$ cat src/lcrs_pkg.sv
// Package with offsets, fields, reset values and timing of the lane configuration slice.
package lcrs_pkg;

  // Byte offsets of the registers in this slice.
  localparam logic [7:0] A_BASE = 8'h34;
  localparam logic [7:0] A_A1_SWING = 8'h34;
  localparam logic [7:0] A_A1_DEEMPH = 8'h35;
  localparam logic [7:0] A_A1_IDLE = 8'h36;
  localparam logic [7:0] A_SPARE_37 = 8'h37;
  localparam logic [7:0] A_SPARE_38 = 8'h38;
  localparam logic [7:0] A_A2_IDLE = 8'h39;
  localparam logic [7:0] A_A2_EQ = 8'h3A;
  localparam logic [7:0] A_A2_SWING = 8'h3B;
  localparam int NREG = 8;

  // Register indices inside the slice.
  localparam logic [2:0] IX_A1_SWING = 3'(A_A1_SWING - A_BASE);
  localparam logic [2:0] IX_A1_DEEMPH = 3'(A_A1_DEEMPH - A_BASE);
  localparam logic [2:0] IX_A1_IDLE = 3'(A_A1_IDLE - A_BASE);
  localparam logic [2:0] IX_A2_IDLE = 3'(A_A2_IDLE - A_BASE);
  localparam logic [2:0] IX_A2_EQ = 3'(A_A2_EQ - A_BASE);
  localparam logic [2:0] IX_A2_SWING = 3'(A_A2_SWING - A_BASE);

  // Values after reset, in slice index order.
  localparam logic [7:0] RST_SWING = 8'hAD;
  localparam logic [7:0] RST_DEEMPH = 8'h02;
  localparam logic [7:0] RST_ZERO = 8'h00;
  localparam logic [7:0] RST_EQ = 8'h2F;
  localparam logic [7:0] RST_VAL [NREG] = '{RST_SWING, RST_DEEMPH, RST_ZERO, RST_ZERO,
                                            RST_ZERO, RST_ZERO, RST_EQ, RST_SWING};

  // Writable bits of the de-emphasis register; the status bits are read only.
  localparam logic [7:0] WMASK_DEEMPH = 8'h1F;
  localparam logic [7:0] WMASK_FULL = 8'hFF;

  // Field positions.
  localparam int F_SCP = 7;
  localparam int F_RATE = 6;
  localparam int F_SW_LO = 0;
  localparam int F_RXST = 7;
  localparam int F_SPD_LO = 5;
  localparam int F_DEM_LO = 0;
  localparam int F_THA_LO = 2;
  localparam int F_THD_LO = 0;
  localparam int F_IOVR = 5;
  localparam int F_ISEL = 4;
  localparam int F_RXD_LO = 2;

  // Output swing steps in millivolts.
  localparam logic [10:0] SWING_BASE_MV = 11'h2BC;
  localparam logic [10:0] SWING_STEP_MV = 11'h064;

  // Receiver probe timing.
  localparam int CLK_MHZ = 100;
  localparam int PROBE_PERIOD_MS = 12;
  localparam int PROBE_WINDOW_MS = 600;
  localparam int PROBE_PERIOD_CYC = PROBE_PERIOD_MS * 1000 * CLK_MHZ; // Microseconds times cycles per microsecond.
  localparam int PROBE_TRIES = PROBE_WINDOW_MS / PROBE_PERIOD_MS;
  localparam int TMR_W = 21;
  localparam int TRY_W = 6;

  // Receiver-detect modes.
  typedef enum logic [1:0] {
    RXD_HIZ = 2'h0,
    RXD_AUTO_LIM = 2'h1,
    RXD_AUTO_INF = 2'h2,
    RXD_FIX50 = 2'h3
  } lcrs_rxd_mode_t;

  // Probe sequencer states, Gray coded along the probe loop.
  typedef enum logic [2:0] {
    PS_OFF = 3'h0,
    PS_WAIT = 3'h1,
    PS_PROBE = 3'h3,
    PS_FOUND = 3'h2,
    PS_STOP = 3'h7
  } lcrs_probe_state_t;

endpackage

$ cat src/lcrs_rxd_if.sv
// Interface between the register slice and the receiver probe engine.
`timescale 1ns/1ns
interface lcrs_rxd_if;
  logic [1:0] mode;
  logic hit;
  logic probe;
  logic found;
  logic term50;
  logic gave_up;

  // Engine side.
  modport eng(input mode, input hit, output probe, output found, output term50, output gave_up);

  // Register slice side.
  modport ctl(output mode, output hit, input probe, input found, input term50, input gave_up);
endinterface

$ cat src/lcrs_rxd_engine.sv
// Receiver-detect probe engine for one lane.
`timescale 1ns/1ns
module lcrs_rxd_engine #(
  parameter int PERIOD_CYC = lcrs_pkg::PROBE_PERIOD_CYC
) (
  // Clock and reset.
  input wire logic core_clk_in,
  input wire logic arst_n_in,
  // Mode in, probe and termination out.
  lcrs_rxd_if.eng rxd
);
  import lcrs_pkg::*;

  // The wait plus the one probe cycle make up one probe period.
  localparam logic [TMR_W-1:0] TMR_LAST = TMR_W'(PERIOD_CYC - 2);
  localparam logic [TRY_W-1:0] TRY_LAST = TRY_W'(PROBE_TRIES - 1);

  lcrs_probe_state_t st_q, st_d;
  logic [TMR_W-1:0] tmr_q;
  logic [TRY_W-1:0] try_q;
  logic [1:0] mode_q;
  logic auto_mode;

  assign auto_mode = (rxd.mode == RXD_AUTO_LIM) || (rxd.mode == RXD_AUTO_INF);

  // Next state; a change of mode restarts the search from the off state.
  always_comb begin
    st_d = st_q;
    case (st_q)
      PS_OFF: if (auto_mode) st_d = PS_WAIT;
      PS_WAIT: if (tmr_q == TMR_LAST) st_d = PS_PROBE; // see (RULE_12) see (RULE_13)
      PS_PROBE: begin
        if (rxd.hit) begin
          st_d = PS_FOUND;
        end else if ((rxd.mode == RXD_AUTO_LIM) && (try_q == TRY_LAST)) begin
          st_d = PS_STOP; // see (RULE_12)
        end else begin
          st_d = PS_WAIT; // see (RULE_13)
        end
      end
      PS_FOUND: st_d = PS_FOUND;
      PS_STOP: st_d = PS_STOP;
      default: st_d = PS_OFF;
    endcase
    if (!auto_mode || (rxd.mode != mode_q)) st_d = PS_OFF;
  end

  // State and last mode seen.
  always_ff @(posedge core_clk_in or negedge arst_n_in) begin
    if (!arst_n_in) begin
      st_q <= PS_OFF;
      mode_q <= 2'h0;
    end else begin
      st_q <= st_d;
      mode_q <= rxd.mode;
    end
  end

  // Period timer, running only while waiting.
  always_ff @(posedge core_clk_in or negedge arst_n_in) begin
    if (!arst_n_in) begin
      tmr_q <= '0;
    end else if ((st_q == PS_WAIT) && (st_d == PS_WAIT)) begin
      tmr_q <= tmr_q + 1'b1;
    end else begin
      tmr_q <= '0;
    end
  end

  // Attempt counter, cleared whenever the search is off.
  always_ff @(posedge core_clk_in or negedge arst_n_in) begin
    if (!arst_n_in) begin
      try_q <= '0;
    end else if (st_d == PS_OFF) begin
      try_q <= '0;
    end else if ((st_q == PS_PROBE) && !rxd.hit) begin
      try_q <= try_q + 1'b1; // see (RULE_12)
    end
  end

  // In the automatic modes termination stays high impedance until a receiver is found.
  assign rxd.probe = (st_q == PS_PROBE);
  assign rxd.found = auto_mode && (st_q == PS_FOUND); // see (RULE_14)
  assign rxd.gave_up = (st_q == PS_STOP);
  assign rxd.term50 = (rxd.mode == RXD_FIX50) || (auto_mode && (st_q == PS_FOUND)); // see (RULE_11) see (RULE_14)
endmodule

$ cat src/lcrs_slice.sv
// Configuration and status register slice for lanes A1 and A2 of the repeater.
//
// Operation
// (RULE_01) Swing code bits 2:0 picks 0.7 to 1.4 V in 0.1 V steps; reset 1.2 V.
// (RULE_02) De-emphasis code picks 0 to -12 dB in eight steps; reset -3.5 dB.
// (RULE_03) Rate bit 6 overrides the rate pin: one is gen 1/2, zero gen 3.
// (RULE_04) Software keeps swing bits 5:3 at 101 when writing.
// (RULE_05) De-emphasis bit 7 reads the far receiver detect status, one is detected.
// (RULE_06) Bits 6:5 read the detected lane speed: 2.5, 5 or 8 Gbps.
// (RULE_07) Assert threshold code picks 180, 160, 210, 190 mV; overrides the pin.
// (RULE_08) Deassert threshold code picks 110, 100, 150, 130 mV; overrides the pin.
// (RULE_09) Idle override bit hands idle control to the select bit, else automatic.
// (RULE_10) Under manual control the select bit mutes the lane output.
// (RULE_11) Detect code 00 gives high impedance input, 11 gives fixed 50 ohm.
// (RULE_12) Code 01 probes every 12 ms, at most 50 times, then stops.
// (RULE_13) Code 10 probes every 12 ms until a receiver is found.
// (RULE_14) Automatic modes keep high impedance until detection, then 50 ohm.
// (RULE_15) The detect field overrides the detect pin while registers control the lane.
// (RULE_16) Equalizer register is eight bits, 256 levels, reset 0x2F.
// (RULE_17) Swing bit 7 enables short-circuit protection for its lane.
// (RULE_18) Software writes zero to reserved bits and ignores what they read.
`timescale 1ns/1ns
module lcrs_slice #(
  parameter int P_PROBE_CYC = lcrs_pkg::PROBE_PERIOD_CYC
) (
  // Clock and reset.
  input wire logic core_clk_in,
  input wire logic arst_n_in,
  // Register port from the serial host engine and the memory loader.
  input wire logic reg_wr_en_in,
  input wire logic reg_rd_en_in,
  input wire logic [7:0] reg_addr_in,
  input wire logic [7:0] reg_wdata_in,
  output logic [7:0] reg_rdata_out,
  output logic reg_rd_valid_out,
  // Configuration source and pins.
  input wire logic reg_ctrl_mode_in,
  input wire logic rate_pin_in,
  input wire logic [1:0] signal_threshold_pin_in,
  input wire logic [1:0] far_receiver_detect_pin_in,
  // Lane A1 status from the analog path.
  input wire logic lane_a1_rx_detected_in,
  input wire logic [1:0] lane_a1_detected_speed_status_in,
  // Lane A2 inputs from the analog path.
  input wire logic lane_a2_auto_idle_in,
  input wire logic lane_a2_probe_hit_in,
  // Lane A1 settings.
  output logic [10:0] lane_a1_output_swing_mv_out,
  output logic [6:0] lane_a1_deemphasis_level_out,
  output logic lane_a1_gen12_out,
  output logic lane_a1_short_prot_out,
  output logic [7:0] lane_a1_assert_mv_out,
  output logic [7:0] lane_a1_deassert_mv_out,
  output logic [7:0] lane_a1_speed_out,
  // Lane A2 settings.
  output logic [10:0] lane_a2_output_swing_mv_out,
  output logic lane_a2_gen12_out,
  output logic lane_a2_short_prot_out,
  output logic [7:0] lane_a2_equalizer_level_out,
  output logic lane_a2_mute_out,
  output logic lane_a2_term50_out,
  output logic lane_a2_input_hiz_out,
  output logic lane_a2_probe_out,
  output logic lane_a2_rx_found_out,
  output logic lane_a2_probe_gave_up_out
);
  import lcrs_pkg::*;

  // Swing in millivolts for a three-bit code.
  function automatic logic [10:0] swing_mv(input logic [2:0] code);
    swing_mv = SWING_BASE_MV + (SWING_STEP_MV * 11'(code));
  endfunction

  // De-emphasis in tenths of a decibel of attenuation.
  function automatic logic [6:0] deemph_tenths(input logic [2:0] code);
    case (code)
      3'h0: deemph_tenths = 7'h00;
      3'h1: deemph_tenths = 7'h0F;
      3'h2: deemph_tenths = 7'h23;
      3'h3: deemph_tenths = 7'h32;
      3'h4: deemph_tenths = 7'h3C;
      3'h5: deemph_tenths = 7'h50;
      3'h6: deemph_tenths = 7'h5A;
      default: deemph_tenths = 7'h78;
    endcase
  endfunction

  // Idle assert threshold in millivolts peak to peak.
  function automatic logic [7:0] assert_mv(input logic [1:0] code);
    case (code)
      2'h0: assert_mv = 8'hB4;
      2'h1: assert_mv = 8'hA0;
      2'h2: assert_mv = 8'hD2;
      default: assert_mv = 8'hBE;
    endcase
  endfunction

  // Idle deassert threshold in millivolts peak to peak.
  function automatic logic [7:0] deassert_mv(input logic [1:0] code);
    case (code)
      2'h0: deassert_mv = 8'h6E;
      2'h1: deassert_mv = 8'h64;
      2'h2: deassert_mv = 8'h96;
      default: deassert_mv = 8'h82;
    endcase
  endfunction

  // Detected lane speed in units of 100 Mbps; code 10 is unused and reads zero.
  function automatic logic [7:0] speed_units(input logic [1:0] code);
    case (code)
      2'h0: speed_units = 8'h19;
      2'h1: speed_units = 8'h32;
      2'h3: speed_units = 8'h50;
      default: speed_units = 8'h00;
    endcase
  endfunction

  // True when an address falls inside this slice.
  function automatic logic in_slice(input logic [7:0] addr);
    in_slice = (addr >= A_BASE) && (addr <= A_A2_SWING);
  endfunction

  // Slice index of an address.
  function automatic logic [2:0] slice_index(input logic [7:0] addr);
    slice_index = 3'(addr - A_BASE);
  endfunction

  logic [7:0] regs_q [NREG];
  logic [7:0] rd_word;
  logic [7:0] rdata_q;
  logic rd_valid_q;
  logic wr_hit;
  logic [2:0] wr_index;

  // Effective controls after the pin or register choice.
  logic a1_gen12;
  logic a2_gen12;
  logic [1:0] a1_tha_code;
  logic [1:0] a1_thd_code;
  logic [1:0] a2_rxd_mode;
  logic a2_mute;

  // Write decode shared by every register of the slice.
  assign wr_hit = reg_wr_en_in && in_slice(reg_addr_in);
  assign wr_index = slice_index(reg_addr_in);

  // One storage register per offset; reserved ones store and read back too.
  for (genvar i = 0; i < NREG; i++) begin : g_reg
    localparam logic [7:0] WMASK = (3'(i) == IX_A1_DEEMPH) ? WMASK_DEEMPH : WMASK_FULL;
    always_ff @(posedge core_clk_in or negedge arst_n_in) begin
      if (!arst_n_in) begin
        regs_q[i] <= RST_VAL[i]; // see (RULE_01) see (RULE_02) see (RULE_16) see (RULE_04)
      end else if (wr_hit && (wr_index == 3'(i))) begin
        regs_q[i] <= (reg_wdata_in & WMASK) | (regs_q[i] & ~WMASK); // see (RULE_18)
      end
    end
  end

  // Read value; live status replaces the read-only bits of the de-emphasis register.
  always_comb begin
    rd_word = 8'h00;
    if (in_slice(reg_addr_in)) begin
      rd_word = regs_q[slice_index(reg_addr_in)];
    end
    if (reg_addr_in == A_A1_DEEMPH) begin
      rd_word[F_RXST] = lane_a1_rx_detected_in; // see (RULE_05)
      rd_word[F_SPD_LO +: 2] = lane_a1_detected_speed_status_in; // see (RULE_06)
    end
  end

  // Read data is captured one cycle after the read strobe.
  always_ff @(posedge core_clk_in or negedge arst_n_in) begin
    if (!arst_n_in) begin
      rdata_q <= 8'h00;
      rd_valid_q <= 1'b0;
    end else begin
      rd_valid_q <= reg_rd_en_in;
      if (reg_rd_en_in) begin
        rdata_q <= rd_word;
      end
    end
  end

  assign reg_rdata_out = rdata_q;
  assign reg_rd_valid_out = rd_valid_q;

  // Register settings win over the pins while registers control the lanes.
  assign a1_gen12 = reg_ctrl_mode_in ? regs_q[IX_A1_SWING][F_RATE] : rate_pin_in; // see (RULE_03)
  assign a2_gen12 = reg_ctrl_mode_in ? regs_q[IX_A2_SWING][F_RATE] : rate_pin_in; // see (RULE_03)
  assign a1_tha_code = reg_ctrl_mode_in ? regs_q[IX_A1_IDLE][F_THA_LO +: 2]
                                        : signal_threshold_pin_in; // see (RULE_07)
  assign a1_thd_code = reg_ctrl_mode_in ? regs_q[IX_A1_IDLE][F_THD_LO +: 2]
                                        : signal_threshold_pin_in; // see (RULE_08)
  assign a2_rxd_mode = reg_ctrl_mode_in ? regs_q[IX_A2_IDLE][F_RXD_LO +: 2]
                                        : far_receiver_detect_pin_in; // see (RULE_15)

  // Manual idle select mutes the output only when the override bit is set.
  assign a2_mute = regs_q[IX_A2_IDLE][F_IOVR] ? regs_q[IX_A2_IDLE][F_ISEL]
                                              : lane_a2_auto_idle_in; // see (RULE_09) see (RULE_10)

  // Receiver probe engine for lane A2.
  lcrs_rxd_if rxd_a2 ();

  assign rxd_a2.mode = a2_rxd_mode; // see (RULE_11)
  assign rxd_a2.hit = lane_a2_probe_hit_in;

  lcrs_rxd_engine #(
    .PERIOD_CYC(P_PROBE_CYC)
  ) u_rxd_a2 (
    .core_clk_in(core_clk_in),
    .arst_n_in(arst_n_in),
    .rxd(rxd_a2.eng)
  );

  // The probe strobe goes straight out so the analog answer pairs with it.
  assign lane_a2_probe_out = rxd_a2.probe; // see (RULE_12) see (RULE_13)

  // Lane A1 settings out of flip-flops.
  always_ff @(posedge core_clk_in or negedge arst_n_in) begin
    if (!arst_n_in) begin
      lane_a1_output_swing_mv_out <= '0;
      lane_a1_deemphasis_level_out <= '0;
      lane_a1_gen12_out <= 1'b0;
      lane_a1_short_prot_out <= 1'b0;
      lane_a1_assert_mv_out <= '0;
      lane_a1_deassert_mv_out <= '0;
      lane_a1_speed_out <= '0;
    end else begin
      lane_a1_output_swing_mv_out <= swing_mv(regs_q[IX_A1_SWING][F_SW_LO +: 3]); // see (RULE_01)
      lane_a1_deemphasis_level_out <= deemph_tenths(regs_q[IX_A1_DEEMPH][F_DEM_LO +: 3]); // see (RULE_02)
      lane_a1_gen12_out <= a1_gen12;
      lane_a1_short_prot_out <= regs_q[IX_A1_SWING][F_SCP]; // see (RULE_17)
      lane_a1_assert_mv_out <= assert_mv(a1_tha_code); // see (RULE_07)
      lane_a1_deassert_mv_out <= deassert_mv(a1_thd_code); // see (RULE_08)
      lane_a1_speed_out <= speed_units(lane_a1_detected_speed_status_in); // see (RULE_06)
    end
  end

  // Lane A2 settings out of flip-flops.
  always_ff @(posedge core_clk_in or negedge arst_n_in) begin
    if (!arst_n_in) begin
      lane_a2_output_swing_mv_out <= '0;
      lane_a2_gen12_out <= 1'b0;
      lane_a2_short_prot_out <= 1'b0;
      lane_a2_equalizer_level_out <= '0;
      lane_a2_mute_out <= 1'b0;
      lane_a2_term50_out <= 1'b0;
      lane_a2_input_hiz_out <= 1'b1;
      lane_a2_rx_found_out <= 1'b0;
      lane_a2_probe_gave_up_out <= 1'b0;
    end else begin
      lane_a2_output_swing_mv_out <= swing_mv(regs_q[IX_A2_SWING][F_SW_LO +: 3]); // see (RULE_01)
      lane_a2_gen12_out <= a2_gen12;
      lane_a2_short_prot_out <= regs_q[IX_A2_SWING][F_SCP]; // see (RULE_17)
      lane_a2_equalizer_level_out <= regs_q[IX_A2_EQ]; // see (RULE_16)
      lane_a2_mute_out <= a2_mute;
      lane_a2_term50_out <= rxd_a2.term50; // see (RULE_14)
      lane_a2_input_hiz_out <= !rxd_a2.term50; // see (RULE_11)
      lane_a2_rx_found_out <= rxd_a2.found;
      lane_a2_probe_gave_up_out <= rxd_a2.gave_up;
    end
  end
endmodule

$ cat config.mk
export PLATFORM = sky130hd
export DESIGN_NAME = lcrs_slice
export DESIGN_NICKNAME = d
export VERILOG_FILES = /design/src/lcrs_pkg.sv /design/src/lcrs_rxd_if.sv /design/src/lcrs_rxd_engine.sv /design/src/lcrs_slice.sv
export SDC_FILE = /design/constraint.sdc
export NUM_CORES = 1
export LEC_CHECK = 0
export ABC_AREA = 1
export CAP_MARGIN = 5
export CORE_ASPECT_RATIO = 0.8
export CORE_MARGIN = 2
export CORE_UTILIZATION = 35
export DETAILED_ROUTE_END_ITERATION = 6
export DONT_BUFFER_PORTS = 1
export GPL_TIMING_DRIVEN = 0
export PLACE_DENSITY = 0.51
export SLEW_MARGIN = 20
export SYNTH_ARGS = -nofsm -noshare
export SYNTH_HDL_FRONTEND = slang
export SYNTH_HIERARCHICAL = 1
export SYNTH_SLANG_ARGS = --single-unit
$ cat constraint.sdc
create_clock -name core_clk_in -period 4.39 [get_ports core_clk_in]
set_clock_uncertainty 0.1 [all_clocks]
set_input_delay 0.878 -clock core_clk_in [delete_from_list [all_inputs] [get_ports core_clk_in]]
set_output_delay 0.878 -clock core_clk_in [all_outputs]
set_load 0.03 [all_outputs]
==> impl_metrics.toml <==
[placed_design]
portBuffers = 0
placed_cell_area_mm2 = 0.00770
finalWeightedCongestion = 0.787
dp_hpwl_mm = 11.8

[pwr]
p_leak_uw = 0.00403
peakVddDrop_mv = 0.382
power.density_mw_per_mm2 = 415

[timing]
hold_viol_final = 0
setup_viol = 0
min_period_ns = 2.71
period_share_pct = 61.8
grt_setup_unrepaired = "no"
slew_headroom_pct = 57.6
slew_viol_final = 0
tns_ns = 0
fmax_ghz = 0.369
hold_slack_ns = 0.0499
worst_pin_slew_ns = 0.629

[cts]
htree_num_levels = 4
cts_buffers = 17
cts_num_sinks = 161
postCtsResizedCells = 0
cts_hold_buf = 0
clk_latency_ns = 0.43
cts-root-buf = "clkbuf_16"
clk_pin_slew_ns = 0.06
tritoncts = "built"
clk_path_buf_depth = 2
post_cts_buffers = 0

[grt]
grt_start_max_net_pins = 162
grt_pass1_vias = 4997
grt.overflow.total = 0
grt_pass1_wl_mm = 27.6
antenna_found_initial = 0
grt_usage_pct = 16.0

[critical_path]
worstRegToRegCells = 10
crit_fanout = 10
slowest_delay_ns = 0.53
startpoint_type = "primary input"
worstPathRequired_ns = 4.64
slowest_stage = "o21ai_0"
path_cells = "inv_1 > o21ai_0 > ha_1 > o21bai_1 > nor3_4 > nand2_2 > nor2_4 > nand2_4 > buf_6 > nor2_1"
worstSetupPathType = "primary input to register"
endpoint_kind = "register"
worstPathArrival_ns = 2.96

[synthesis]
ys_seq_area_share_pct = 55.2
ys_top_cells_by_area = "dfrtp_1 49%, nand2_1 11%, dfstp_2 6.1%, inv_1 5.5%, o21ai_0 5.2%"
synth_top_area_share_pct = 49.1
synth_edf_count = 0
synthesis.area_mm2 = 0.00734
yosysMostFrequentCell = "nand2_1"
synth.distinct_cells = 35
yosys_most_used_dff = "dfrtp_1"
synth_common_cells = "221 x nand2_1, 144 x dfrtp_1, 107 x inv_1"
syn_inst = 832
yosys_warnings = 6
ys_ff_latch = 161
async_flop_share_pct = 100
synth_top_area_cell = "dfrtp_1"
avgSynthCellArea_um2 = 8.82

[layout]
area_growth_pct = 13.6
antenna_cells = 0
design_area_mm2 = 0.00834
fin_nets = 918
drive_above_1_share_pct = 9.99

[floorplanning]
dieArea_mm2 = 0.0222
die_width_um = 166
rows = 47
coreArea_mm2 = 0.0206
start_util_pct = 35.6
io_pins = 111
die_h_um = 134

[drt]
drc = 0
first_pass_iters = 5
viasPerCell = 4.56
wl_per_cell_um = 14.9
ant_nets = 0
via_count = 5198
drt_wl_total_mm = 17.0
drt_iter0_drc = 275

[run]
drv_cap = 0

[worst_hold_path]
hp-class = "primary input to async pin"

[status]
outcome = "completed"
-- flip-flops by register name, indices dropped and copies added (netlist names), 2 cells and up --
register and count:
lane_a1_output_swing_mv_out 9, u_rxd_a2/st_q 3, u_rxd_a2/mode_q 2, lane_a1_deemphasis_level_out 7, u_rxd_a2/try_q 6, u_rxd_a2/tmr_q 21
reg_rdata_out 8, lane_a2_output_swing_mv_out 9, lane_a1_speed_out 4, regs_q 61, lane_a2_equalizer_level_out 8, lane_a1_assert_mv_out 7
lane_a1_deassert_mv_out 6
-- logic make-up (layout without fill, tap and decap cells) --
kind of cell	count (synthesis)	in the layout	synth area share (%)
other	2	9	0.102
buffers and inverters	133	165	7.62
AO/OA/AOI/OAI	101	101	7.26
adder cells (fa/ha/maj)	29	29	4.94
AND/OR/NAND/NOR	378	378	21.5
flip-flops	161	161	55.2
XOR/XNOR	27	27	3.22
multiplexers	1	1	0.136
-- critical path, delay by kind of cell --
kind            cells  cell delay (ns)
buf+inv             2             0.25
compound gates      2             0.73
simple gates        5             0.73
fa+ha+maj           1             0.36
-- final timing paths --
check                                  from                  endpoint  slack [ns]
hold / removal                    arst_n_in  lane_a1_assert_mv_out[7]        0.05
max in group asynchronous         arst_n_in                 regs_q[5]        3.83
min in group core_clk_in         regs_q[63]    lane_a1_short_prot_out        0.31
hold reg to reg                  regs_q[63]    lane_a1_short_prot_out        0.31
setup reg to reg                 regs_q[18]        u_rxd_a2/tmr_q[10]        1.75
setup / recovery           reg_ctrl_mode_in        u_rxd_a2/tmr_q[10]        1.68
-- metal layers --
metal  routed length [um]  GRT usage, %  part of all wire (%)
met3                  864          4.78                   5.1
met5                    0             0                     0
met4                  150          4.20                  0.88
met2                 7200          23.2                    42
met1                 8800          23.4                    52
-- layout by cell type, fill, tap and decap left out, types with 3 or more instances in the layout --
| cell | Yosys | final |
|---|---|---|
| xnor2_1 | 5 | 5 |
| nor3_1 | 3 | 3 |
| xor2_1 | 22 | 22 |
| bufinv_16 | 0 | 4 |
| o21ai_1 | 5 | 5 |
| ha_1 | 29 | 29 |
| nor2_2 | 3 | 3 |
| nor2_1 | 92 | 92 |
| nand2_1 | 221 | 221 |
| a21oi_1 | 9 | 9 |
| o21ai_0 | 76 | 76 |
| clkbuf_16 | 0 | 17 |
| dfrtp_1 | 144 | 144 |
| a22oi_1 | 3 | 3 |
| buf_4 | 11 | 11 |
| clkbuf_1 | 5 | 8 |
| buf_2 | 9 | 9 |
| nand3_1 | 33 | 33 |
| dfstp_2 | 17 | 17 |
| nand2_2 | 4 | 4 |
| nand4_1 | 7 | 7 |
| or2_2 | 4 | 4 |
| conb_1 | 2 | 9 |
| o21bai_1 | 3 | 3 |
| inv_1 | 107 | 107 |
| clkbuf_8 | 0 | 3 |
| nor2_4 | 4 | 4 |
-- through the flow --
stage | utilization (%) | worst slack [ns] | instances | total power [uW]
detailed placement | 37.3 | 1.21 | 1108 | 1900
global route | 40.4 | 1.42 | 1140 | 3600
finish | 40.4 | 1.68 | 1140 | 3460
global placement | 37.3 | 1.28 | 1108 | 1900
floorplan | - | 1.62 | 839 | 1840
CTS | 40.4 | 1.66 | 1140 | 3510
-- cell type report --
class	instances	area (um2)
plain buffers	26	158
clock buffers	23	478
clock inverters	9	154
fillers	2088	12300
inverters	107	402
multi-input cells	545	2760
flip-flops and latches	161	4050
well taps	269	337
-- power breakdown --
| part | internal [uW] | leakage (uW) | total, uW | switching [uW] |
|---|---|---|---|---|
| Sequential | 1560 | 0.00207 | 1680 | 121 |
| Clock | 997 | 0.000303 | 1590 | 595 |
| Combinational | 65.1 | 0.00166 | 195 | 130 |
Note: power is estimated with default switching activity, not from simulation.
